$ cat config.mk
export PLATFORM = sky130hd
export DESIGN_NAME = epi_top
export DESIGN_NICKNAME = d
export VERILOG_FILES = /design/src/core/epi_pkg.sv /design/src/core/epi_top.sv /design/src/core/epi_sync.sv /design/src/core/epi_prio.sv
export SDC_FILE = /design/constraint.sdc
export NUM_CORES = 1
export LEC_CHECK = 0
export ABC_AREA = 0
export BUFFER_PORTS_ARGS = -buffer_cell sky130_fd_sc_hd__buf_2
export CORE_UTILIZATION = 48
export DETAILED_ROUTE_END_ITERATION = 6
export GPL_ROUTABILITY_DRIVEN = 0
export PLACE_DENSITY = 0.8
export SLEW_MARGIN = 25
export SYNTH_ARGS = -nofsm -noshare
export SYNTH_HDL_FRONTEND = slang
export SYNTH_SLANG_ARGS = --single-unit
$ cat constraint.sdc
create_clock -name clock -period 2.35 [get_ports clock]
set_input_delay 0.1175 -clock clock [delete_from_list [all_inputs] [get_ports clock]]
set_output_delay 0.1175 -clock clock [all_outputs]
set_load 0.03 [all_outputs]
$ cat src/core/epi_pkg.sv
package epi_pkg;
   // register offsets of the pin request status and control block
   localparam logic [7:0] REG_STATUS_CONTROL = 8'h00;
   localparam logic [7:0] REG_PENDING = 8'h01;
   localparam logic [7:0] REG_VECTOR = 8'h02;
   localparam logic [7:0] REG_CPU_CONTROL = 8'h03;
   // field positions in the status and control register
   localparam int BIT_DETECT_MODE = 0;
   localparam int BIT_PIN_IRQ_ENABLE = 1;
   localparam int BIT_ACKNOWLEDGE = 2;
   localparam int BIT_EVENT_FLAG = 3;
   localparam int BIT_FUNCTION_ENABLE = 4;
   localparam int BIT_PULL_DISABLE = 6;
   // field positions in the cpu control register
   localparam int BIT_GLOBAL_MASK = 0;
   localparam int BIT_PIN_LEVEL = 7;
   // reset values
   localparam logic [7:0] RESET_STATUS_CONTROL = 8'h00;
   localparam logic RESET_GLOBAL_MASK = 1'b1;
   // vector table layout
   localparam int NUM_VECTORS = 32;
   localparam logic [15:0] VECTOR_TOP = 16'hFFFE;
   localparam logic [4:0] VEC_RESET = 5'h00;
   localparam logic [4:0] VEC_SOFTWARE = 5'h01;
   localparam logic [4:0] VEC_PIN = 5'h02;
   localparam logic [4:0] VEC_REAL_TIME = 5'h17;
   // stacking sequence length: low pc, high pc, x, a, condition codes
   localparam int STACK_BYTES = 5;
   localparam logic [2:0] STACK_LAST = 3'h4;
   localparam logic [2:0] STACK_LOW_PC = 3'h0;
   localparam logic [2:0] STACK_HIGH_PC = 3'h1;
   localparam logic [2:0] STACK_X = 3'h2;
   localparam logic [2:0] STACK_A = 3'h3;
   localparam logic [2:0] STACK_CCR = 3'h4;
   // cpu entry states
   typedef enum logic [2:0] {EPI_IDLE, EPI_STACK, EPI_MASK, EPI_FETCH_HIGH,
      EPI_FETCH_LOW} epi_state_t;
endpackage : epi_pkg

$ cat src/core/epi_top.sv
// Decided for this implementation: the plain strobed port and the placing of the registers.
`timescale 1ns/1ns
// Function
// - pin events detected only while pin function enable is one
// - detect mode selects edges only or edges plus levels
// - events always set the flag; interrupt is optional, flag can be polled
// - enabled pin gets internal pullup by default with pull disable zero
// - pull disable one turns internal pullup off
// - pin level offered to branch on pin level instructions when enabled
// - flag set on transition from deasserted to asserted level
// - edge and level mode holds flag set while pin stays asserted
// - vector high byte at lower address, low byte at next address
// - lower vector number has higher priority; highest pending is picked
// - set flag with local enable one sends request to cpu
// - mask clear: stack pcl, pch, x, a, ccr, set mask, fetch vector
// - real time at ffd0, pin at fffa, software at fffc; 31-24 unused; here vectors 24-31 are served from source_pending like the rest
// - vector 0 at fffe serves every reset cause
// - mode zero falling edges only; mode one falling edges and low levels
// - writing one to acknowledge clears flag; zero ignored; reads zero
// - pin enable one requests while flag is one; zero requests none
// - asynchronous wake path lets enabled pin wake stopped device
module epi_top (
   input wire logic clock,
   input wire logic rst_n,
   input wire logic [7:0] address,
   input wire logic [7:0] write_data,
   input wire logic write_strobe,
   input wire logic read_strobe,
   output logic [7:0] read_data,
   input wire logic request_pin_n,
   output logic pullup_enable,
   output logic pin_level_valid,
   output logic branch_if_pin_high,
   output logic branch_if_pin_low,
   output logic wake_request,
   input wire logic [epi_pkg::NUM_VECTORS-1:0] source_pending,
   input wire logic software_interrupt,
   input wire logic instruction_done,
   input wire logic [7:0] program_counter_low,
   input wire logic [7:0] program_counter_high,
   input wire logic [7:0] index_x,
   input wire logic [7:0] accumulator,
   input wire logic [7:0] condition_code_register,
   output logic irq_to_cpu,
   output logic stack_write,
   output logic [7:0] stack_data,
   output logic vector_read,
   output logic [15:0] vector_address,
   output logic [7:0] handler_high,
   output logic [7:0] handler_low,
   input wire logic [7:0] vector_byte,
   output logic entry_done
);
   logic pin_function_enable;
   logic detect_mode_select;
   logic pull_device_disable;
   logic pin_interrupt_enable;
   logic pin_event_flag;
   logic global_mask;
   logic pin_sync_n;
   logic pin_prev_n;
   logic pin_asserted;
   logic falling_edge;
   logic set_event;
   logic ack_write;
   logic status_write;
   logic cpu_write;
   logic [epi_pkg::NUM_VECTORS-1:0] pending_all;
   logic any_pending;
   logic [4:0] best_vector;
   logic [4:0] taken_vector;
   logic [2:0] stack_count;
   epi_pkg::epi_state_t state;
   epi_pkg::epi_state_t next_state;
   logic [7:0] next_read_data;

   epi_sync u_sync (
      .clock(clock),
      .rst_n(rst_n),
      .async_in(request_pin_n),
      .sync_out(pin_sync_n)
   );

   // previous synchronised level for edge detection
   // resets to the idle high level so that leaving reset makes no false edge
   always_ff @(posedge clock or negedge rst_n)
   begin
      if (!rst_n)
         pin_prev_n <= 1'b1;
      else
         pin_prev_n <= pin_sync_n;
   end

   assign pin_asserted = ~pin_sync_n;
   assign falling_edge = pin_prev_n & ~pin_sync_n;
   assign set_event = pin_function_enable &
      (falling_edge | (detect_mode_select & pin_asserted));
   // register write decode
   assign status_write = write_strobe && (address == epi_pkg::REG_STATUS_CONTROL);
   assign cpu_write = write_strobe && (address == epi_pkg::REG_CPU_CONTROL);
   assign ack_write = status_write && write_data[epi_pkg::BIT_ACKNOWLEDGE];

   // control bits of the status and control register
   always_ff @(posedge clock or negedge rst_n)
   begin
      if (!rst_n)
      begin
         pin_function_enable <= epi_pkg::RESET_STATUS_CONTROL[epi_pkg::BIT_FUNCTION_ENABLE];
         detect_mode_select <= epi_pkg::RESET_STATUS_CONTROL[epi_pkg::BIT_DETECT_MODE];
         pull_device_disable <= epi_pkg::RESET_STATUS_CONTROL[epi_pkg::BIT_PULL_DISABLE];
         pin_interrupt_enable <= epi_pkg::RESET_STATUS_CONTROL[epi_pkg::BIT_PIN_IRQ_ENABLE];
      end
      else if (status_write)
      begin
         pin_function_enable <= write_data[epi_pkg::BIT_FUNCTION_ENABLE];
         detect_mode_select <= write_data[epi_pkg::BIT_DETECT_MODE];
         pull_device_disable <= write_data[epi_pkg::BIT_PULL_DISABLE];
         pin_interrupt_enable <= write_data[epi_pkg::BIT_PIN_IRQ_ENABLE];
      end
   end

   // event flag: a set in the same cycle as an acknowledge wins
   // a low pin in edge and level mode re-sets it each cycle, so the ack loses
   always_ff @(posedge clock or negedge rst_n)
   begin
      if (!rst_n)
         pin_event_flag <= epi_pkg::RESET_STATUS_CONTROL[epi_pkg::BIT_EVENT_FLAG];
      else if (set_event)
         pin_event_flag <= 1'b1;
      else if (ack_write)
         pin_event_flag <= 1'b0;
   end

   assign pullup_enable = pin_function_enable & ~pull_device_disable;
   assign pin_level_valid = pin_function_enable;
   assign branch_if_pin_high = pin_function_enable & pin_sync_n;
   assign branch_if_pin_low = pin_function_enable & ~pin_sync_n;
   // unsynchronised on purpose: it must work while the clock is stopped
   // unclocked wake path
   assign wake_request = pin_function_enable & ~request_pin_n;

   // pending vector set; pin and software sources merged in
   // software interrupt joins vector 1 even when its source bit is clear
   always_comb
   begin
      pending_all = source_pending;
      pending_all[epi_pkg::VEC_PIN] = source_pending[epi_pkg::VEC_PIN] |
         (pin_interrupt_enable & pin_event_flag);
      pending_all[epi_pkg::VEC_SOFTWARE] = source_pending[epi_pkg::VEC_SOFTWARE] |
         software_interrupt;
   end

   // combinational scan: a new request is seen in the cycle it arrives
   // lowest number wins
   epi_prio #(
      .N(epi_pkg::NUM_VECTORS)
   ) u_prio (
      .pending(pending_all),
      .any(any_pending),
      .index(best_vector)
   );

   assign irq_to_cpu = any_pending;

   // cpu entry sequence state register
   always_ff @(posedge clock or negedge rst_n)
   begin
      if (!rst_n)
         state <= epi_pkg::EPI_IDLE;
      else
         state <= next_state;
   end

   // cpu entry sequence next state
   always_comb
   begin
      next_state = state;
      case (state)
         epi_pkg::EPI_IDLE:
            // vectors 0 and 1 ignore the mask: reset and software entry
            // wait for unmasked request at instruction end
            if (any_pending && (!global_mask || pending_all[epi_pkg::VEC_RESET] ||
               pending_all[epi_pkg::VEC_SOFTWARE]) && instruction_done)
               next_state = epi_pkg::EPI_STACK;
         epi_pkg::EPI_STACK:
            if (stack_count == epi_pkg::STACK_LAST)
               next_state = epi_pkg::EPI_MASK;
         epi_pkg::EPI_MASK:
            next_state = epi_pkg::EPI_FETCH_HIGH;
         epi_pkg::EPI_FETCH_HIGH:
            next_state = epi_pkg::EPI_FETCH_LOW;
         epi_pkg::EPI_FETCH_LOW:
            next_state = epi_pkg::EPI_IDLE;
         default:
            next_state = epi_pkg::EPI_IDLE;
      endcase
   end

   // stacking byte counter and captured vector
   // the vector is caught at the decision and refreshed at the mask step only
   // while a request stands, so a withdrawn source never sends the cpu to reset
   always_ff @(posedge clock or negedge rst_n)
   begin
      if (!rst_n)
      begin
         stack_count <= 3'h0;
         taken_vector <= epi_pkg::VEC_RESET;
      end
      else if (state == epi_pkg::EPI_IDLE)
      begin
         stack_count <= 3'h0;
         if (next_state == epi_pkg::EPI_STACK)
            taken_vector <= best_vector;
      end
      else if (state == epi_pkg::EPI_STACK)
         stack_count <= stack_count + 3'h1;
      else if (state == epi_pkg::EPI_MASK && any_pending)
         taken_vector <= best_vector;
   end

   always_ff @(posedge clock or negedge rst_n)
   begin
      if (!rst_n)
      begin
         stack_write <= 1'b0;
         stack_data <= 8'h00;
      end
      else
      begin
         stack_write <= (state == epi_pkg::EPI_STACK);
         case (stack_count)
            epi_pkg::STACK_LOW_PC: stack_data <= program_counter_low;
            epi_pkg::STACK_HIGH_PC: stack_data <= program_counter_high;
            epi_pkg::STACK_X: stack_data <= index_x;
            epi_pkg::STACK_A: stack_data <= accumulator;
            epi_pkg::STACK_CCR: stack_data <= condition_code_register;
            default: stack_data <= 8'h00;
         endcase
      end
   end

   // global mask: software writes it, entry sequence sets it
   // the entry step outranks a software write in the same cycle
   always_ff @(posedge clock or negedge rst_n)
   begin
      if (!rst_n)
         global_mask <= epi_pkg::RESET_GLOBAL_MASK;
      else if (state == epi_pkg::EPI_MASK)
         global_mask <= 1'b1;
      else if (cpu_write)
         global_mask <= write_data[epi_pkg::BIT_GLOBAL_MASK];
   end

   // vector fetch address and handler bytes
   // vector_byte answers in the cycle after each vector_read edge
   always_ff @(posedge clock or negedge rst_n)
   begin
      if (!rst_n)
      begin
         vector_read <= 1'b0;
         vector_address <= epi_pkg::VECTOR_TOP;
         handler_high <= 8'h00;
         handler_low <= 8'h00;
         entry_done <= 1'b0;
      end
      else
      begin
         vector_read <= 1'b0;
         entry_done <= 1'b0;
         if (state == epi_pkg::EPI_FETCH_HIGH)
         begin
            vector_read <= 1'b1;
            vector_address <= epi_pkg::VECTOR_TOP - {10'h000, taken_vector, 1'b0};
         end
         else if (state == epi_pkg::EPI_FETCH_LOW)
         begin
            vector_read <= 1'b1;
            handler_high <= vector_byte;
            vector_address <= vector_address + 16'h0001;
         end
         else if (vector_read)
         begin
            handler_low <= vector_byte;
            entry_done <= 1'b1;
         end
      end
   end

   // read data mux; acknowledge bit always reads zero
   // unmapped offsets read as zero
   always_comb
   begin
      next_read_data = 8'h00;
      case (address)
         epi_pkg::REG_STATUS_CONTROL:
         begin
            next_read_data[epi_pkg::BIT_PULL_DISABLE] = pull_device_disable;
            next_read_data[epi_pkg::BIT_FUNCTION_ENABLE] = pin_function_enable;
            next_read_data[epi_pkg::BIT_EVENT_FLAG] = pin_event_flag;
            next_read_data[epi_pkg::BIT_PIN_IRQ_ENABLE] = pin_interrupt_enable;
            next_read_data[epi_pkg::BIT_DETECT_MODE] = detect_mode_select;
         end
         epi_pkg::REG_PENDING: next_read_data = {3'h0, best_vector};
         epi_pkg::REG_VECTOR: next_read_data = {3'h0, taken_vector};
         epi_pkg::REG_CPU_CONTROL:
         begin
            next_read_data[epi_pkg::BIT_GLOBAL_MASK] = global_mask;
            next_read_data[epi_pkg::BIT_PIN_LEVEL] = pin_sync_n;
         end
         default: next_read_data = 8'h00;
      endcase
   end

   // read data stands one cycle after the strobe only
   // zero outside the answer cycle, so no stale value looks like data
   always_ff @(posedge clock or negedge rst_n)
   begin
      if (!rst_n)
         read_data <= 8'h00;
      else if (read_strobe)
         read_data <= next_read_data;
      else
         read_data <= 8'h00;
   end
endmodule : epi_top

$ cat src/core/epi_sync.sv
`timescale 1ns/1ns
// two flop synchroniser for the request pin
module epi_sync (
   input wire logic clock,
   input wire logic rst_n,
   input wire logic async_in,
   output logic sync_out
);
   logic stage1;

   // first stage feeds only the second; pin idles high
   always_ff @(posedge clock or negedge rst_n)
   begin
      if (!rst_n)
      begin
         stage1 <= 1'b1;
         sync_out <= 1'b1;
      end
      else
      begin
         stage1 <= async_in;
         sync_out <= stage1;
      end
   end
endmodule : epi_sync

$ cat src/core/epi_prio.sv
`timescale 1ns/1ns
// picks the lowest numbered pending vector
module epi_prio #(
   parameter int N = 32
) (
   input wire logic [N-1:0] pending,
   output logic any,
   output logic [4:0] index
);
   logic [4:0] found [N:0];
   logic hit [N:0];

   assign found[N] = 5'h00;
   assign hit[N] = 1'b0;
   // scan from the top so the lowest number wins
   genvar i;
   generate
      for (i = 0; i < N; i++)
      begin : g_scan
         assign hit[i] = pending[i] | hit[i+1];
         assign found[i] = pending[i] ? 5'(i) : found[i+1];
      end
   endgenerate
   assign any = hit[0];
   assign index = found[0];
endmodule : epi_prio

==> flow_metrics.py, run 1 <==
metrics = {
    "routing": {
        "via_count": 3593,
        "wl_per_cell_um": 14.6,
        "firstDrtPassIters": 4,
        "ant_nets": 0,
        "drt_iter0_drc": 136,
        "wl_um": 9490,
        "drc": 0,
        "drt-vias-per-instance": 5.51,
    },
    "setup_path": {
        "cp_max_fo": 6,
        "worst_ep_arrival_time_ps": 2170,
        "cp-start-kind": "flip-flop",
        "rrSetupSlack_ps": 440,
        "cp_cell_sequence": "ha_1 > and3_1 > and4_1 > nor3b_1 > xnor2_1 > nand2_1",
        "worstSetupPathType": "reg -> reg",
        "slowest_stage": "dfstp_2",
        "max_stage_delay_ps": 590,
        "worstPathRequired_ps": 2610,
        "r2r-end": "vector_address[14]",
        "rr_worst_depth": 6,
        "crit_family": "simple AND/OR/NAND/NOR gates",
        "crit_path_end_kind": "flip-flop",
        "crit_buf_inv": 0,
        "r2r-start": "vector_address[1]",
    },
    "timing": {
        "fmax_mhz": 524,
        "drv_slew": 0,
        "tightest_slew_ps": 738,
        "setup_violations": 0,
        "finalSetupTns_ps": 0,
        "skew_ps": 13.2,
        "hold_viol": 0,
        "layout_min_cycle_time_ps": 1910,
        "rsz0062_at_grt": "no",
        "max-slew-margin-rel_pct": 50.8,
        "finalCritPeriodShare_pct": 81.2,
    },
    "finish": {
        "mostFrequentLayoutCell": "buf_2",
        "diodes": 0,
        "layout_common_cells": "buf_2, dfrtp_1, nand2_1, nor2_1, o21ai_0",
        "areaGrowthSynthToFinish_pct": 32.6,
        "stdcell_count": 652,
        "fillers": 600,
        "drive_gt1_share_pct": 40.9,
        "layout.nets": 657,
    },
    "place": {
        "placed_cells": 623,
        "dp_hpwl_um": 7120,
        "io_buffers": 155,
    },
    "min_path": {
        "min_from": "accumulator[7]",
        "holdPathEnd": "stack_data[7]",
        "hold_depth": 3,
        "hp-class": "in -> reg",
    },
    "yosys": {
        "yosysWarnings": 0,
        "synth-edff-count": 0,
        "synth_cells": 382,
        "async_reset_ff_share_pct": 100,
        "synthesis.area_mm2": 0.00373,
        "synth_top_flop_cell": "dfrtp_1",
        "ys_types": 60,
        "ys_seq_elements": 70,
        "avgSynthCellArea_um2": 9.78,
        "synth-seq-area-share_pct": 47.5,
        "synth_nets": 491,
    },
    "floorplanning": {
        "fp.coreArea_mm2": 0.00737,
        "initial_core_util_pct": 50.7,
        "fp.dieArea_mm2": 0.00814,
        "rows": 31,
        "die_x_um": 90.2,
        "design.portCount": 160,
        "die_h_um": 90.2,
    },
    "global_route": {
        "grt_overflow": 0,
        "grt_pass1_wl_um": 16100,
        "track_usage_pct": 24.3,
        "grt_pass1_vias": 3504,
        "antenna_found_initial": 0,
        "grt_max_degree": 40,
    },
    "power": {
        "seqPwrFrac_pct": 37.3,
        "ir_drop_v": 0.000351,
        "swShare_pct": 41.5,
        "pwr-share-clk_pct": 21.1,
        "p_leak_nw": 2.40,
        "p_int_mw": 3.07,
        "power_switching_mw": 2.18,
        "p_comb_share_pct": 41.6,
        "pwr_density_cell_mw_per_mm2": 1060,
    },
    "clock_network": {
        "post_cts.repair.setup_buffers": 0,
        "cts_sinks": 70,
        "cts_root_buffer": "clkbuf_8",
        "cts_buffers": 9,
        "cts_tree": "yes",
        "clock_path_buffers": 2,
        "path_clk_slew_ps": 80,
        "clock_latency_ps": 340,
        "htree_levels": 3,
    },
    "outcome": {
        "status": "finished, final reports clean",
    },
    "flow_run": {
        "maxCapViolCount": 0,
    },
}
## flip-flops by register name (all words and copies together), names as in the netlist, 3 cells and up
register and count:
handler_high 8, handler_low 8, read_data 7, stack_count 3, stack_data 8, state 3
taken_vector 5, vector_address 16
## timing repair
action,CTS,global route
hold buffers,13,0
resized for setup,0,0
hold endpoints to repair,31,0
## power groups by stage
stage | Combinational, mW | Sequential (mW) | Clock [mW]
after floorplan | 0.915 | 2.55 | 0
after global placement | 2.11 | 1.94 | 0
after detailed placement | 2.18 | 1.97 | 0
after CTS | 2.20 | 1.95 | 1.13
after global routing | 2.36 | 2.02 | 1.18
final | 2.19 | 1.96 | 1.11
## cells in the mapped netlist, types with 7 or more instances
cell / count / area (µm²)
dfrtp_1: 51 / 1280
nand2_1: 47 / 176
nor2_1: 30 / 113
o21ai_0: 23 / 115
dfstp_2: 19 / 499
a21oi_1: 18 / 90.1
mux2_2: 17 / 191
inv_1: 16 / 60.1
nand3_1: 12 / 60.1
nor2b_1: 10 / 62.6
a221o_1: 8 / 80.1
a22oi_1: 8 / 60.1
clkbuf_1: 8 / 30.0
nor4_1: 8 / 50.1
nand4_1: 7 / 43.8
## final cells by class
type | instances | area [µm²] | share of cell area (%)
Multi-Input combinational cell | 280 | 1820 | 36.8
Sequential cell | 70 | 1780 | 35.9
Timing Repair Buffer | 171 | 941 | 19.0
Clock buffer | 10 | 138 | 2.78
Tap cell | 99 | 124 | 2.50
Clock inverter | 6 | 92.6 | 1.87
Inverter | 16 | 60.1 | 1.21
## worst max-delay path by stage
stage,from,endpoint,cells past startpoint
after floorplan,pin_event_flag,taken_vector[1],6
after global routing,state[0],handler_low[4],6
after CTS,state[0],handler_low[7],6
after detailed placement,state[0],handler_low[3],6
after global placement,state[0],handler_low[2],6
final,vector_address[1],vector_address[14],6
## tightest hold or removal path, delay by kind of cell
family	cells	cell delay, ps
compound gates	2	100
buf+inv	1	80
## routing by layer
metal	vias up	part of all wire (%)	track usage, %
met5	-	0	0
met4	0	1.5	9.41
met3	14	5.1	3.72
met2	129	51	42.1
met1	1731	42	30.5
li1	1719	-	-
## logic make-up after synthesis
logic type / Yosys count / synth area share, %
AND/OR/NAND/NOR: 158 / 22.3
AO/OA/AOI/OAI: 85 / 15.4
flip-flops: 70 / 47.5
buffers and inverters: 32 / 3.69
multiplexers: 24 / 7.54
adder cells (fa/ha/maj): 6 / 2.01
XOR/XNOR: 6 / 1.41
other: 1 / 0.100
## stage by stage
step | power (mW) | hold WS, ps | area (µm²) | util (%) | worst slack [ps]
global route | 5.55 | 7.36 | 4950 | 67.2 | 337
detailed placement | 4.15 | 218 | 4590 | 62.3 | 438
floorplan | 3.46 | -178 | 3730 | - | 410
global placement | 4.06 | 214 | 4590 | 62.3 | 485
finish | 5.25 | 6.41 | 4950 | 67.2 | 441
CTS | 5.28 | 1.08 | 4950 | 67.2 | 428
Power figures use the tool's default switching activity.
==> run 2: changes to the inputs <==
- clock period: 2.35 -> 1.8 ns (I/O delays scaled with it)
==> run 2 against run 1 <==
  * Clock power is 11% higher
  * Fmax increased by 7.1%
  * Cell area is 3.4% higher
  * Wire length increased by 3.5%
  * Global-route usage up 0.64 points
  * Count of clock-buffer cells in the layout up 1
  * Utilization increased by 2.3 points
  * Largest cell class unchanged
==> flow_metrics.py, run 2 (synthesized netlist as in run 1, its figures left out) <==
metrics = {
    "clock_network": {
        "clock_latency_ps": 340,
        "cts_sinks": 70,
        "htree_levels": 3,
        "cts_tree": "yes",
        "cts_root_buffer": "clkbuf_8",
        "clock_path_buffers": 2,
        "cts_buffers": 9,
        "path_clk_slew_ps": 70,
    },
    "floorplanning": {
        "initial_core_util_pct": 50.7,
        "design.portCount": 160,
        "fp.dieArea_mm2": 0.00814,
        "rows": 31,
        "die_x_um": 90.2,
        "die_h_um": 90.2,
        "fp.coreArea_mm2": 0.00737,
    },
    "timing": {
        "finalCritPeriodShare_pct": 99.0,
        "drv_slew": 0,
        "rsz0062_at_grt": "yes",
        "whs_ps": 20.0,
        "layout_min_cycle_time_ps": 1780,
        "tightest_slew_ps": 522,
        "setup_violations": 0,
        "fmax_mhz": 561,
        "skew_ps": 15.4,
        "hold_viol": 0,
        "setup_slack_ps": 18.1,
        "max-slew-margin-rel_pct": 65.1,
    },
    "routing": {
        "dr_wl_met3_um": 483,
        "firstDrtPassIters": 4,
        "wl_per_cell_um": 14.6,
        "wl_met1_um": 4280,
        "via_count": 3642,
        "drt-vias-per-instance": 5.41,
        "routed-wl-met2_um": 4870,
        "drt_iter0_drc": 133,
        "drc": 0,
        "highest_layer": "met4",
        "wl_um": 9820,
        "ant_nets": 0,
    },
    "global_route": {
        "grt_pass1_vias": 3546,
        "grt_overflow": 0,
        "grt_max_degree": 71,
        "track_usage_pct": 24.9,
        "grt_pass1_wl_um": 16500,
        "antenna_found_initial": 0,
    },
    "power": {
        "pwr_density_cell_mw_per_mm2": 1320,
        "ir_drop_v": 0.000457,
        "p_leak_nw": 2.50,
    },
    "setup_path": {
        "rrSetupSlack_ps": 20,
        "worst_ep_arrival_time_ps": 2030,
        "worstPathRequired_ps": 2050,
        "r2r-end": "read_data[2]",
        "crit_path_end_kind": "flip-flop",
        "cp-start-kind": "flip-flop",
        "rr_worst_depth": 6,
        "cp-startpoint": "pin_interrupt_enable",
        "endpoint": "read_data[2]",
        "cp_max_fo": 5,
        "r2r-start": "pin_interrupt_enable",
        "worstSetupPathType": "reg -> reg",
    },
    "place": {
        "dp_hpwl_um": 7110,
        "placed_cell_area_mm2": 0.00469,
        "io_buffers": 155,
        "preCtsSetupSlack_ps": 50.5,
    },
    "finish": {
        "design_area_mm2": 0.00512,
        "areaGrowthSynthToFinish_pct": 37.1,
        "drive_gt1_share_pct": 42.2,
        "mostFrequentLayoutCell": "buf_2",
        "fin_util_pct": 69.5,
        "largest_reg_flops": 16,
        "seqCellArea_mm2": 0.00178,
        "fillers": 610,
        "multiInputGateArea_mm2": 0.00185,
        "layout_common_cells": "buf_2, dfrtp_1, nand2_1, nor2_1, o21ai_0",
        "diodes": 0,
        "layout.nets": 678,
        "top_register": "vector_address",
    },
    "outcome": {
        "status": "finished, final reports clean",
    },
    "min_path": {
        "hp-class": "in -> reg",
        "min_from": "write_data[0]",
    },
    "flow_run": {
        "maxCapViolCount": 0,
    },
}
[run 2: layer usage]
layer / vias up / track usage, %
met5: - / 0
met4: 0 / 9.01
met3: 19 / 4.91
met2: 134 / 42.3
met1: 1719 / 31.6
li1: 1770 / -
[run 2: stage by stage]
step	TNS, ps	total power [mW]	std cells
after floorplan	-120	4.53	382
after global routing	-8.70	7.20	673
after detailed placement	0	5.49	634
final	0	6.77	673
after global placement	0	5.38	634
after CTS	0	6.78	670
[run 2: power breakdown]
group / internal, mW / switching [mW]
clock network: 0.646 / 0.585
logic: 1.10 / 1.93
registers: 2.16 / 0.356
total: 3.91 / 2.87
[run 2: critical path: stages (launching register included)]
cell     delay, ps
dfrtp_1        420
a211o_4        380
buf_4          140
nor2_1         130
o21ai_0        150
a211o_1        340
a21oi_1        130
[run 2: worst min path at each step]
| stage | end | slack [ps] | depth (start not counted) |
|---|---|---|---|
| 2_1_floorplan | detect_mode_select | -210 | 0 |
| 3_3_place_gp | stack_data[3] | 140 | 2 |
| 3_5_place_dp | stack_data[3] | 140 | 2 |
| 4_1_cts | detect_mode_select | 10 | 2 |
| 5_1_grt | detect_mode_select | 4 | 2 |
| 6_report | detect_mode_select | 20 | 2 |
[run 2: final cells by class]
type / instances / share of cell area [%]
multi-input cells: 280 / 36.2
flip-flops and latches: 70 / 34.7
repair buffers: 192 / 21.8
clock buffers: 11 / 2.57
well taps: 99 / 2.42
clock inverters: 5 / 1.17
inverters: 16 / 1.17
[run 2: timing repair]
action / CTS / global route
setup endpoints to repair: 0 / 6
endpoints found under the hold margin: 77 / 0
hold buffers: 20 / 0
gates resized for setup: 0 / 4
setup buffers: 0 / 3
